==> src/wdt_params.svh <==
// constants for the watchdog: offsets, fields, reset values and counts
`ifndef WDT_PARAMS_SVH
`define WDT_PARAMS_SVH
`define WDT_PRE_W        12
`define WDT_CNT_W        6
`define WDT_CNT_MAX      6'h3f
`define WDT_SHORT_MSB    6
`define WDT_KEEP_LO      4
`define WDT_PULSE_CYC    32
`define WDT_PULSE_LAST   6'h1f
`define WDT_POR_CYC      4096
`define WDT_POR_LAST     12'hfff
`define WDT_ADDR_W       18
`define WDT_IDX_W        16
`define WDT_IDX_SERVICE  16'hffff
`define WDT_IDX_CFG      16'h0000
`define WDT_IDX_CAUSE    16'h0001
`define WDT_IDX_IRQ_STAT 16'h0002
`define WDT_IDX_IRQ_CLR  16'h0003
`define WDT_IDX_IRQ_EN   16'h0004
`define WDT_IDX_STATE    16'h0005
`define WDT_CFG_DIS      0
`define WDT_CFG_LONG     1
`define WDT_CFG_RST      2'h0
`define WDT_CAUSE_WDT    0
`define WDT_IRQ_TIMEOUT  0
`define WDT_IRQ_SERVICE  1
`define WDT_IRQ_W        2
`endif

==> src/wdt_pkg.sv <==
// types shared by the watchdog modules
package wdt_pkg;
  // gray along idle -> hold -> done
  typedef enum logic [1:0] {
    WDT_PS_IDLE = 2'b00,
    WDT_PS_HOLD = 2'b01,
    WDT_PS_DONE = 2'b11
  } wdt_pulse_state_t;
endpackage

==> src/wdt_tick_if.sv <==
// prescaler to counter link of the watchdog
`timescale 1ns/1ps
`include "wdt_params.svh"
interface wdt_tick_if;
  logic                  run;
  logic                  clr_all;
  logic                  clr_upper;
  logic                  long_sel;
  logic                  tick;
  logic [`WDT_PRE_W-1:0] pre;
  modport prescaler (input run, input clr_all, input clr_upper, input long_sel,
                     output tick, output pre);
  modport counter   (output run, output clr_all, output clr_upper, output long_sel,
                     input tick, input pre);
endinterface

==> src/wdt_prescaler.sv <==
// 12-bit watchdog prescaler with terminal count tick
`timescale 1ns/1ps
`include "wdt_params.svh"
module wdt_prescaler (
  input  wire logic i_clk,
  input  wire logic i_rst_n,
  input  wire logic i_ce,
  wdt_tick_if.prescaler tk
);
  logic [`WDT_PRE_W-1:0] pre_q;

  // full clear wins over the partial service clear
  always_ff @(posedge i_clk) begin
    if (!i_rst_n) begin
      pre_q <= '0;
    end else if (i_ce) begin
      if (tk.clr_all) begin
        pre_q <= '0;
      end else if (tk.clr_upper) begin
        pre_q <= {{(`WDT_PRE_W-`WDT_KEEP_LO){1'b0}}, pre_q[`WDT_KEEP_LO-1:0]};
      end else if (tk.run) begin
        pre_q <= pre_q + 12'h001;
      end
    end
  end

  // terminal count: 2^7 or 2^12 crystal cycles per counter step
  assign tk.tick = i_ce && tk.run && !tk.clr_all && !tk.clr_upper &&
                   (tk.long_sel ? (&pre_q) : (&pre_q[`WDT_SHORT_MSB:0]));
  assign tk.pre  = pre_q;
endmodule // wdt_prescaler

==> src/wdt_rst_pulse.sv <==
// stretches a watchdog overflow into a 32-cycle low on the reset pin
`timescale 1ns/1ps
`include "wdt_params.svh"
module wdt_rst_pulse (
  input  wire logic i_clk,
  input  wire logic i_rst_n,
  input  wire logic i_ce,
  input  wire logic i_start,
  output logic      o_busy,
  output logic      o_pin_oe
);
  wdt_pkg::wdt_pulse_state_t st_q;
  logic [`WDT_CNT_W-1:0]     cnt_q;

  // pin is pulled low only while holding
  always_ff @(posedge i_clk) begin
    if (!i_rst_n) begin
      st_q  <= wdt_pkg::WDT_PS_IDLE;
      cnt_q <= '0;
    end else if (i_ce) begin
      case (st_q)
        wdt_pkg::WDT_PS_IDLE: begin
          cnt_q <= '0;
          if (i_start) st_q <= wdt_pkg::WDT_PS_HOLD;
        end
        wdt_pkg::WDT_PS_HOLD: begin
          cnt_q <= cnt_q + 6'h01;
          if (cnt_q == `WDT_PULSE_LAST) st_q <= wdt_pkg::WDT_PS_DONE;
        end
        wdt_pkg::WDT_PS_DONE: st_q <= wdt_pkg::WDT_PS_IDLE;
        default:              st_q <= wdt_pkg::WDT_PS_IDLE;
      endcase
    end
  end

  assign o_pin_oe = (st_q == wdt_pkg::WDT_PS_HOLD);
  assign o_busy   = (st_q != wdt_pkg::WDT_PS_IDLE);

  property p_pulse_len;
    @(posedge i_clk) disable iff (!i_rst_n || !i_ce)
    $rose(o_pin_oe) |-> (cnt_q == 6'h00) ##31 (o_pin_oe && cnt_q == 6'h1f) ##1 !o_pin_oe;
  endproperty
  a_pulse_len: assert property (p_pulse_len) else $error("reset pin low not 32 cycles");
endmodule // wdt_rst_pulse

==> src/wdt_top.sv <==
// watchdog timeout reset block with APB registers
//
// The APB slave port was left to the implementer.
`timescale 1ns/1ps
`include "wdt_params.svh"
module wdt_top (
  input  wire logic                   i_clk,
  input  wire logic                   i_rst_n,
  input  wire logic                   i_ce,
  input  wire logic                   i_psel,
  input  wire logic                   i_penable,
  input  wire logic                   i_pwrite,
  input  wire logic [`WDT_ADDR_W-1:0] i_paddr,
  input  wire logic [31:0]            i_pwdata,
  output logic      [31:0]            o_prdata,
  output logic                        o_pready,
  output logic                        o_pslverr,
  input  wire logic [7:0]             i_reset_vector_lo,
  input  wire logic                   i_monitor_mode,
  input  wire logic                   i_break_state,
  input  wire logic                   i_rst_pin_hv,
  input  wire logic                   i_irq_pin_hv,
  input  wire logic                   i_stop_exec,
  input  wire logic                   i_stop_mode,
  input  wire logic                   i_internal_reset,
  input  wire logic                   i_vector_fetch,
  input  wire logic                   i_rst_pin_i,
  output logic                        o_rst_pin_o,
  output logic                        o_rst_pin_oe,
  output logic                        o_sys_rst_req,
  output logic                        o_irq
);
  // register word hit: index times four, word aligned
  function automatic logic hit(input logic [`WDT_ADDR_W-1:0] a,
                               input logic [`WDT_IDX_W-1:0]  idx);
    hit = (a[`WDT_ADDR_W-1:2] == idx) && (a[1:0] == 2'b00);
  endfunction

  function automatic logic known(input logic [`WDT_ADDR_W-1:0] a);
    known = hit(a, `WDT_IDX_SERVICE) || hit(a, `WDT_IDX_CFG) ||
            hit(a, `WDT_IDX_CAUSE) || hit(a, `WDT_IDX_IRQ_STAT) ||
            hit(a, `WDT_IDX_IRQ_CLR) || hit(a, `WDT_IDX_IRQ_EN) ||
            hit(a, `WDT_IDX_STATE);
  endfunction

  wdt_tick_if tk ();

  logic [1:0]                  cfg_q;
  logic [`WDT_CNT_W-1:0]       cnt_q;
  logic [0:0]                  cause_q;
  logic [`WDT_IRQ_W-1:0]       irq_stat_q;
  logic [`WDT_IRQ_W-1:0]       irq_en_q;
  logic [`WDT_PRE_W-1:0]       por_cnt_q;
  logic                        por_done_q;
  logic [1:0]                  hv_rst_s_q;
  logic [1:0]                  hv_irq_s_q;
  logic [1:0]                  pin_s_q;
  logic [31:0]                 prdata_q;
  logic                        pready_q;
  logic                        pslverr_q;
  logic                        sys_rst_q;
  logic                        irq_q;
  logic                        pin_oe_q;
  logic                        setup;
  logic                        access;
  logic                        wr_done;
  logic                        svc_wr;
  logic                        disabled;
  logic                        overflow;
  logic                        por_clr;
  logic                        pulse_busy;
  logic                        pulse_oe;
  logic                        hv_rst;
  logic                        hv_irq;

  // pin inputs pass two flops; only the second stage is read
  always_ff @(posedge i_clk) begin
    if (!i_rst_n) begin
      hv_rst_s_q <= 2'h0;
      hv_irq_s_q <= 2'h0;
      pin_s_q    <= 2'h0;
    end else if (i_ce) begin
      hv_rst_s_q <= {hv_rst_s_q[0], i_rst_pin_hv};
      hv_irq_s_q <= {hv_irq_s_q[0], i_irq_pin_hv};
      pin_s_q    <= {pin_s_q[0], i_rst_pin_i};
    end
  end
  assign hv_rst = hv_rst_s_q[1];
  assign hv_irq = hv_irq_s_q[1];

  // apb phases; one wait-free access phase
  assign setup   = i_psel && !i_penable;
  assign access  = i_psel && i_penable;
  assign wr_done = access && pready_q && i_pwrite && !pslverr_q;
  assign svc_wr  = wr_done && hit(i_paddr, `WDT_IDX_SERVICE);

  // disable sources: config bit or test voltage in monitor or break state
  assign disabled = cfg_q[`WDT_CFG_DIS] ||
                    (i_monitor_mode && (hv_rst || hv_irq)) ||
                    (i_break_state && hv_rst);

  // power-on clear of the prescaler after 4096 crystal cycles
  always_ff @(posedge i_clk) begin
    if (!i_rst_n) begin
      por_cnt_q  <= 12'h000;
      por_done_q <= 1'b0;
    end else if (i_ce && !por_done_q) begin
      por_cnt_q <= por_cnt_q + 12'h001;
      if (por_cnt_q == `WDT_POR_LAST) por_done_q <= 1'b1;
    end
  end
  assign por_clr = !por_done_q && (por_cnt_q == `WDT_POR_LAST);

  // prescaler control; stop mode gates the crystal clock off (wait mode does not)
  assign tk.run       = !i_stop_mode && !disabled;
  assign tk.clr_all   = disabled || i_internal_reset ||
                        i_stop_exec || i_stop_mode ||
                        por_clr || i_vector_fetch ||
                        pulse_busy;
  assign tk.clr_upper = svc_wr;
  assign tk.long_sel  = cfg_q[`WDT_CFG_LONG];

  wdt_prescaler u_pre (
    .i_clk   (i_clk),
    .i_rst_n (i_rst_n),
    .i_ce    (i_ce),
    .tk      (tk)
  );

  // 6-bit counter steps once per prescaler terminal count
  assign overflow = tk.tick && (cnt_q == `WDT_CNT_MAX) && !pulse_busy;
  always_ff @(posedge i_clk) begin
    if (!i_rst_n) begin
      cnt_q <= '0;
    end else if (i_ce) begin
      if (disabled || i_internal_reset || svc_wr || pulse_busy) begin
        cnt_q <= '0;
      end else if (tk.tick) begin
        cnt_q <= cnt_q + 6'h01;
      end
    end
  end

  // overflow: system reset request pulse and pin stretch
  always_ff @(posedge i_clk) begin
    if (!i_rst_n) begin
      sys_rst_q <= 1'b0;
      pin_oe_q  <= 1'b0;
    end else if (i_ce) begin
      sys_rst_q <= overflow;
      pin_oe_q  <= pulse_oe;
    end
  end

  wdt_rst_pulse u_pulse (
    .i_clk    (i_clk),
    .i_rst_n  (i_rst_n),
    .i_ce     (i_ce),
    .i_start  (sys_rst_q),
    .o_busy   (pulse_busy),
    .o_pin_oe (pulse_oe)
  );

  // configuration bits; cleared by the block reset, freely rewritable over APB
  always_ff @(posedge i_clk) begin
    if (!i_rst_n) begin
      cfg_q <= `WDT_CFG_RST;
    end else if (i_ce && wr_done && hit(i_paddr, `WDT_IDX_CFG)) begin
      cfg_q <= i_pwdata[1:0];
    end
  end

  // reset cause: set by overflow, write one to clear, set wins
  always_ff @(posedge i_clk) begin
    if (!i_rst_n) begin
      cause_q <= 1'b0;
    end else if (i_ce) begin
      if (sys_rst_q) begin
        cause_q[`WDT_CAUSE_WDT] <= 1'b1;
      end else if (wr_done && hit(i_paddr, `WDT_IDX_CAUSE) && i_pwdata[`WDT_CAUSE_WDT]) begin
        cause_q[`WDT_CAUSE_WDT] <= 1'b0;
      end
    end
  end

  // event status and enable; o_irq is a registered summary line,
  // high while any enabled status bit is set, timeout included
  always_ff @(posedge i_clk) begin
    if (!i_rst_n) begin
      irq_stat_q <= '0;
      irq_en_q   <= '0;
      irq_q      <= 1'b0;
    end else if (i_ce) begin
      for (int b = 0; b < `WDT_IRQ_W; b++) begin
        if ((b == `WDT_IRQ_TIMEOUT && sys_rst_q) || (b == `WDT_IRQ_SERVICE && svc_wr)) begin
          irq_stat_q[b] <= 1'b1;
        end else if (wr_done && hit(i_paddr, `WDT_IDX_IRQ_CLR) && i_pwdata[b]) begin
          irq_stat_q[b] <= 1'b0;
        end
      end
      if (wr_done && hit(i_paddr, `WDT_IDX_IRQ_EN)) irq_en_q <= i_pwdata[`WDT_IRQ_W-1:0];
      irq_q <= |(irq_stat_q & irq_en_q);
    end
  end

  // read data captured in the setup phase, so it comes from a flop
  always_ff @(posedge i_clk) begin
    if (!i_rst_n) begin
      prdata_q  <= 32'h0000_0000;
      pready_q  <= 1'b0;
      pslverr_q <= 1'b0;
    end else if (i_ce) begin
      pready_q  <= setup;
      pslverr_q <= setup && !known(i_paddr);
      if (setup && !i_pwrite) begin
        prdata_q <= 32'h0000_0000;
        if (hit(i_paddr, `WDT_IDX_SERVICE)) prdata_q <= {24'h0, i_reset_vector_lo};
        if (hit(i_paddr, `WDT_IDX_CFG))      prdata_q <= {30'h0, cfg_q};
        if (hit(i_paddr, `WDT_IDX_CAUSE))    prdata_q <= {31'h0, cause_q};
        if (hit(i_paddr, `WDT_IDX_IRQ_STAT)) prdata_q <= {30'h0, irq_stat_q};
        if (hit(i_paddr, `WDT_IDX_IRQ_EN))   prdata_q <= {30'h0, irq_en_q};
        if (hit(i_paddr, `WDT_IDX_STATE))
          prdata_q <= {8'h0, pin_s_q[1], disabled, pulse_busy, 1'b0, tk.pre, 2'h0, cnt_q};
      end
    end
  end

  assign o_prdata      = prdata_q;
  assign o_pready      = pready_q;
  assign o_pslverr     = pslverr_q;
  assign o_sys_rst_req = sys_rst_q;
  assign o_rst_pin_oe  = pin_oe_q;
  assign o_rst_pin_o   = 1'b0 & pin_oe_q;
  assign o_irq         = irq_q;

  // checks
  property p_overflow_req;
    @(posedge i_clk) disable iff (!i_rst_n)
    (i_ce && overflow) |=> o_sys_rst_req;
  endproperty
  a_overflow_req: assert property (p_overflow_req) else $error("overflow gave no reset request");

  property p_long_tick;
    @(posedge i_clk) disable iff (!i_rst_n)
    (tk.tick && tk.long_sel) |-> (tk.pre == 12'hfff);
  endproperty
  a_long_tick: assert property (p_long_tick) else $error("long step not at full prescale");

  property p_service_clear;
    @(posedge i_clk) disable iff (!i_rst_n)
    (i_ce && svc_wr) |=> (cnt_q == 6'h00) && (tk.pre[11:4] == 8'h00);
  endproperty
  a_service_clear: assert property (p_service_clear) else $error("service did not clear");

  property p_vector_read;
    @(posedge i_clk) disable iff (!i_rst_n)
    (i_ce && setup && !i_pwrite && hit(i_paddr, `WDT_IDX_SERVICE))
      |=> (o_prdata == {24'h0, $past(i_reset_vector_lo)}) && o_pready;
  endproperty
  a_vector_read: assert property (p_vector_read) else $error("service read not vector");

  property p_cause_set;
    @(posedge i_clk) disable iff (!i_rst_n)
    (i_ce && o_sys_rst_req) |=> cause_q[0] ##1 o_rst_pin_oe;
  endproperty
  a_cause_set: assert property (p_cause_set) else $error("cause or pin missing");

  property p_disabled_idle;
    @(posedge i_clk) disable iff (!i_rst_n)
    (i_ce && disabled) |=> (cnt_q == 6'h00) && (tk.pre == 12'h000) && !overflow;
  endproperty
  a_disabled_idle: assert property (p_disabled_idle) else $error("counting while disabled");

  property p_int_reset;
    @(posedge i_clk) disable iff (!i_rst_n)
    (i_ce && i_internal_reset) |=> (cnt_q == 6'h00) && (tk.pre == 12'h000);
  endproperty
  a_int_reset: assert property (p_int_reset) else $error("internal reset did not clear");

  property p_stop_clear;
    @(posedge i_clk) disable iff (!i_rst_n)
    (i_ce && (i_stop_exec || i_vector_fetch)) |=> (tk.pre == 12'h000);
  endproperty
  a_stop_clear: assert property (p_stop_clear) else $error("prescaler not cleared");

  property p_por_clear;
    @(posedge i_clk) disable iff (!i_rst_n)
    (i_ce && por_clr) |=> (tk.pre == 12'h000) && por_done_q;
  endproperty
  a_por_clear: assert property (p_por_clear) else $error("power-on clear missing");

  c_overflow: cover property (@(posedge i_clk) disable iff (!i_rst_n) o_sys_rst_req);
  c_service:  cover property (@(posedge i_clk) disable iff (!i_rst_n) svc_wr);
  c_pin_low:  cover property (@(posedge i_clk) disable iff (!i_rst_n) $fell(o_rst_pin_oe));
endmodule // wdt_top

==> config.mk <==
export PLATFORM = sky130hd
export DESIGN_NAME = wdt_top
export DESIGN_NICKNAME = d
export VERILOG_FILES = /design/src/wdt_pkg.sv /design/src/wdt_tick_if.sv /design/src/wdt_prescaler.sv /design/src/wdt_rst_pulse.sv /design/src/wdt_top.sv
export VERILOG_INCLUDE_DIRS = /design/src
export SDC_FILE = /design/constraint.sdc
export NUM_CORES = 1
export LEC_CHECK = 0
export BUFFER_PORTS_ARGS = -buffer_cell sky130_fd_sc_hd__clkbuf_2
export CAP_MARGIN = 20
export CELL_PAD_IN_SITES_DETAIL_PLACEMENT = 1
export CELL_PAD_IN_SITES_GLOBAL_PLACEMENT = 2
export CORE_MARGIN = 10
export CORE_UTILIZATION = 32
export DETAILED_ROUTE_END_ITERATION = 6
export GPL_ROUTABILITY_DRIVEN = 0
export PLACE_DENSITY_LB_ADDON = 0.1
export SLEW_MARGIN = 20
export SYNTH_ARGS = -nofsm -noshare
export SYNTH_HDL_FRONTEND = slang
export SYNTH_SLANG_ARGS = --single-unit
==> constraint.sdc <==
create_clock -name i_clk -period 5.9 [get_ports i_clk]
set_input_delay 0.295 -clock i_clk [delete_from_list [all_inputs] [get_ports i_clk]]
set_output_delay 0.295 -clock i_clk [all_outputs]
set_load 0.1 [all_outputs]
==> flow_summary.html <==
<table>
<tr><th>Metric</th><th>Value</th></tr>
<tr><th colspan="2">Hold path</th></tr>
<tr><td>Cell count of the worst hold path</td><td>3</td></tr>
<tr><td>Worst Hold Launch</td><td>i_rst_pin_hv</td></tr>
<tr><td>Type of the most critical hold path</td><td>in -&gt; reg</td></tr>
<tr><td>Worst Hold Path EP</td><td>hv_rst_s_q[0]$_SDFFE_PN0P_</td></tr>
<tr><th colspan="2">Logic synthesis</th></tr>
<tr><td>Dominant cell type by area after synthesis</td><td>sky130_fd_sc_hd__dfxtp_1</td></tr>
<tr><td>Cell area after technology mapping</td><td>3920 µm²</td></tr>
<tr><td>Syn avg cell area</td><td>8.20 µm²</td></tr>
<tr><td>Mapped Cells</td><td>478</td></tr>
<tr><td>Yosys reg bits</td><td>80</td></tr>
<tr><td>Sequential share of the synthesized area</td><td>40.9%</td></tr>
<tr><td>Number of warnings printed during yosys synthesis</td><td>0</td></tr>
<tr><td>Count of distinct cell types in the synthesized netlist</td><td>53</td></tr>
<tr><td>Proportion of synthesized flip-flops having asynchronous set or reset</td><td>0%</td></tr>
<tr><td>Cell types occupying the most area after synthesis</td><td>sky130_fd_sc_hd__dfxtp_1 41%, sky130_fd_sc_hd__nand2_1 4.7%, sky130_fd_sc_hd__a21oi_1 4.5%</td></tr>
<tr><td>EDFF count, synth</td><td>0</td></tr>
<tr><td>Ranking of synthesized cells by instance count</td><td>80 x sky130_fd_sc_hd__dfxtp_1, 49 x sky130_fd_sc_hd__nand2_1, 44 x sky130_fd_sc_hd__nor2_1, 35 x sky130_fd_sc_hd__a21oi_1, 31 x sky130_fd_sc_hd__nand3_1</td></tr>
<tr><td>Predominant post-synthesis flop cell</td><td>sky130_fd_sc_hd__dfxtp_1</td></tr>
<tr><td>Most frequently used cell type in the post-synthesis netlist</td><td>sky130_fd_sc_hd__dfxtp_1</td></tr>
<tr><td>Fraction of post-synthesis cell area in the top cell type by area</td><td>40.9%</td></tr>
<tr><th colspan="2">Place</th></tr>
<tr><td>Number of port buffers</td><td>70</td></tr>
<tr><td>Placed wire-length estimate</td><td>8800 µm</td></tr>
<tr><td>Area after DPL</td><td>4320 µm²</td></tr>
<tr><th colspan="2">Clock network</th></tr>
<tr><td>Root buffer cell</td><td>sky130_fd_sc_hd__clkbuf_16</td></tr>
<tr><td>Max Root-Sink Buffers</td><td>2</td></tr>
<tr><td>Clock-pin transition on the worst setup and hold timing paths</td><td>0.06 ns</td></tr>
<tr><td>Clock H-tree levels</td><td>3</td></tr>
<tr><td>Clock tree from TritonCTS</td><td>built</td></tr>
<tr><td>Gates resized, CTS repair</td><td>0</td></tr>
<tr><td>Postcts setup bufs</td><td>0</td></tr>
<tr><td>Insertion delay of the later-clocked pin in the worst-skew pair</td><td>0.35 ns</td></tr>
<tr><td>Number of clock sinks</td><td>80</td></tr>
<tr><td>Post-CTS Hold Fix Bufs</td><td>0</td></tr>
<tr><td>Number of buffers inserted during clock tree synthesis</td><td>9</td></tr>
<tr><th colspan="2">Timing</th></tr>
<tr><td>Final min period</td><td>2.36 ns</td></tr>
<tr><td>Hold Violations, Final</td><td>0</td></tr>
<tr><td>Unrepaired setup endpoints after global routing</td><td>no</td></tr>
<tr><td>Transition time at the pin with the least slew margin</td><td>0.858 ns</td></tr>
<tr><td>Clock Skews</td><td>0.00756 ns</td></tr>
<tr><td>Final total negative setup slack</td><td>0 ns</td></tr>
<tr><td>Final Max Tran Viols</td><td>0</td></tr>
<tr><td>Maximum clock frequency</td><td>0.424 GHz</td></tr>
<tr><td>Post-route fraction of the period consumed by the critical path</td><td>40.0%</td></tr>
<tr><td>Headroom to the max-slew limit</td><td>42.8%</td></tr>
<tr><td>Count of endpoints failing setup in the final report</td><td>0</td></tr>
<tr><th colspan="2">Cells and area</th></tr>
<tr><td>Final core utilization</td><td>38.3%</td></tr>
<tr><td>Filler cell count</td><td>1484</td></tr>
<tr><td>Layout overhead on the synthesized area</td><td>17.4%</td></tr>
<tr><td>Final Cell Area</td><td>4600 µm²</td></tr>
<tr><td># diodes</td><td>0</td></tr>
<tr><td>Sequential standard cell area</td><td>1600 µm²</td></tr>
<tr><td>Layout cell share with drive strength beyond 1</td><td>17.5%</td></tr>
<tr><td>Total area of multi-input combinational cells</td><td>2120 µm²</td></tr>
<tr><td>Post-layout nets</td><td>610</td></tr>
<tr><th colspan="2">Worst setup path</th></tr>
<tr><td>RR Endpoint</td><td>cnt_q[0]$_SDFFE_PN0P_</td></tr>
<tr><td>Critical setup path kind</td><td>reg -&gt; reg</td></tr>
<tr><td>Worst path buffer plus inverter count</td><td>0</td></tr>
<tr><td>Endpoint class of the critical path</td><td>flip-flop</td></tr>
<tr><td>Setup slack of the worst register-to-register path</td><td>3.54 ns</td></tr>
<tr><td>Largest stage delay on the critical path</td><td>0.48 ns</td></tr>
<tr><td>Worst R2R Path Depth</td><td>6</td></tr>
<tr><td>Worst setup SP type</td><td>flip-flop</td></tr>
<tr><td>Standard cell with the maximum stage delay on the critical path</td><td>sky130_fd_sc_hd__nor3_1</td></tr>
<tr><td>Largest fanout of any net on the critical path</td><td>6</td></tr>
<tr><td>Origin of the critical flop-to-flop path</td><td>u_pre.tk.pre[0]$_SDFFE_PN0P_</td></tr>
<tr><td>Cell type group with the largest total delay on the critical path</td><td>compound AO/OA/AOI/OAI gates</td></tr>
<tr><td>Required time of the critical path</td><td>6.18 ns</td></tr>
<tr><td>Critical path, cell by cell</td><td>ha_1 &gt; nand3_1 &gt; o41ai_1 &gt; o2111ai_1 &gt; nor3_1 &gt; mux2i_1</td></tr>
<tr><td>Endpoint arrival time on the critical path</td><td>2.63 ns</td></tr>
<tr><th colspan="2">Route</th></tr>
<tr><td>Wire length reported by the detailed router</td><td>12100 µm</td></tr>
<tr><td>Via-to-Cell Ratio</td><td>5.38</td></tr>
<tr><td>Router iterations before antenna repair</td><td>4</td></tr>
<tr><td>Drt initial violations</td><td>157</td></tr>
<tr><td>Antenna Violating Nets Remaining</td><td>0</td></tr>
<tr><td>Total number of vias</td><td>3680</td></tr>
<tr><td>Detailed-route DRC error count</td><td>0</td></tr>
<tr><td>Detail-routed net length per standard cell</td><td>17.7 µm</td></tr>
<tr><th colspan="2">Power</th></tr>
<tr><td>Largest voltage drop on the vdd net</td><td>0.166 mV</td></tr>
<tr><td>Leakage dissipation</td><td>0.00169 µW</td></tr>
<tr><td>Total power density per cell area</td><td>258 nW/µm²</td></tr>
<tr><th colspan="2">Floorplan</th></tr>
<tr><td>I/O Pins</td><td>111</td></tr>
<tr><td>Area of the core</td><td>12000 µm²</td></tr>
<tr><td>Die outline height</td><td>131 µm</td></tr>
<tr><td>Initial core utilization</td><td>32.6%</td></tr>
<tr><td>Die outline area</td><td>17100 µm²</td></tr>
<tr><td>DIE WIDTH</td><td>131 µm</td></tr>
<tr><td>Row Count</td><td>40</td></tr>
<tr><th colspan="2">Global routing</th></tr>
<tr><td>Overflow after GRT</td><td>0</td></tr>
<tr><td>First-pass GRT wire length</td><td>19600 µm</td></tr>
<tr><td>Pin count of the biggest net entering global routing</td><td>43</td></tr>
<tr><td>Number of antenna violations at the first check in global routing</td><td>0</td></tr>
<tr><td>Total global routing track utilization</td><td>14.5%</td></tr>
<tr><td>Number of global-route vias before repair</td><td>3728</td></tr>
<tr><th colspan="2">Status</th></tr>
<tr><td>Status</td><td>finished clean</td></tr>
<tr><th colspan="2">Job</th></tr>
<tr><td>Max Cap Viol</td><td>0</td></tr>
</table>
==> area by class of cell <==
class	count	share of cell area, %
Timing Repair Buffer	73	8.11
Clock inverter	3	0.381
Inverter	13	1.06
Multi-Input combinational cell	356	46.1
Sequential cell	80	34.8
Clock buffer	12	5.58
Tap cell	147	4.00
==> power breakdown <==
part | internal [µW] | total, µW | switching [µW]
combinational | 24.9 | 112 | 87.1
sequential | 545 | 549 | 3.95
clock | 304 | 527 | 223
total | 875 | 1190 | 314
==> worst max path at each step <==
stage                                 start  slack (ns)  depth (start not counted)                           end
2_1_floorplan         o_pready$_SDFFE_PN0P_        3.51                          6  u_pre.tk.pre[2]$_SDFFE_PN0P_
3_3_place_gp                     i_paddr[9]        3.20                          6      o_prdata[0]$_SDFFE_PN0P_
3_5_place_dp                     i_paddr[9]        3.22                          6      o_prdata[0]$_SDFFE_PN0P_
4_1_cts        u_pre.tk.pre[0]$_SDFFE_PN0P_        3.46                          6         cnt_q[0]$_SDFFE_PN0P_
5_1_grt        u_pre.tk.pre[0]$_SDFFE_PN0P_        3.24                          6         cnt_q[3]$_SDFFE_PN0P_
6_report       u_pre.tk.pre[0]$_SDFFE_PN0P_        3.54                          6         cnt_q[0]$_SDFFE_PN0P_
==> placed cells by master (no fill, tap or decap), drive strengths merged, types with 3 or more instances in the layout <==
| cell type | instances |
|---|---|
| nand2b | 5 |
| or4 | 6 |
| conb | 10 |
| nor3 | 22 |
| a21oi | 35 |
| nor2 | 44 |
| nand3b | 6 |
| a211oi | 4 |
| xnor2 | 5 |
| or2 | 3 |
| ha | 4 |
| dfxtp | 80 |
| o21ai | 9 |
| o22ai | 4 |
| nand3 | 31 |
| clkbuf | 82 |
| nand2 | 49 |
| xor2 | 12 |
| o21a | 4 |
| or3 | 5 |
| and3 | 3 |
| mux2i | 17 |
| nor4 | 15 |
| and2 | 3 |
| buf | 3 |
| o31ai | 5 |
| nand4 | 11 |
| nor2b | 4 |
| inv | 13 |
| o211ai | 13 |
| a221oi | 5 |
==> worst register-to-register path: cells and delay by family, from the launching register on <==
family / cells / cell delay (ns)
AOI/OAI and AO/OA: 2 / 0.78
and+or+nand+nor: 2 / 0.65
DFF: 1 / 0.38
adders and majority gates: 1 / 0.25
muxes: 1 / 0.23
==> cells by family (layout without fill, tap and decap cells) <==
family	Yosys count	count (layout)	share of synthesized area, %
xor gates and xnor gates	17	17	3.80
DFF	80	80	40.9
and+or+nand+nor	212	212	27.3
buffers and inverters	51	101	6.07
other	1	10	0.0957
adders and majority gates	4	4	1.28
AOI/OAI and AO/OA	96	96	16.2
muxes	17	17	4.34
==> routing by layer <==
layer  track usage, %  routed length, µm
met5                0                  0
met4             4.51                148
met3             3.55                469
met2             24.1               5700
met1             18.1               5790
==> metrics by stage <==
stage | total power, µW | worst slack (ns) | instances | hold WS, ns
detailed placement | 674 | 3.22 | 669 | 0.446
global placement | 672 | 3.20 | 669 | 0.438
global route | 1250 | 3.24 | 684 | 0.180
CTS | 1200 | 3.46 | 684 | 0.177
floorplan | 646 | 3.51 | 487 | 0.439
finish | 1190 | 3.54 | 684 | 0.190
==> registers in the layout (all words and copies together) (netlist names) <==
| register | cells |
|---|---|
| irq_stat_q | 2 |
| por_cnt_q | 12 |
| cause_q | 1 |
| u_pulse.st_q | 2 |
| pin_s_q | 2 |
| hv_irq_s_q | 2 |
| o_pready | 1 |
| o_sys_rst_req | 1 |
| irq_en_q | 2 |
| u_pre.tk.pre | 12 |
| o_irq | 1 |
| cnt_q | 6 |
| o_rst_pin_oe | 1 |
| u_pulse.cnt_q | 6 |
| o_pslverr | 1 |
| o_prdata | 23 |
| por_done_q | 1 |
| cfg_q | 2 |
| hv_rst_s_q | 2 |
Power figures use the tool's default switching activity.
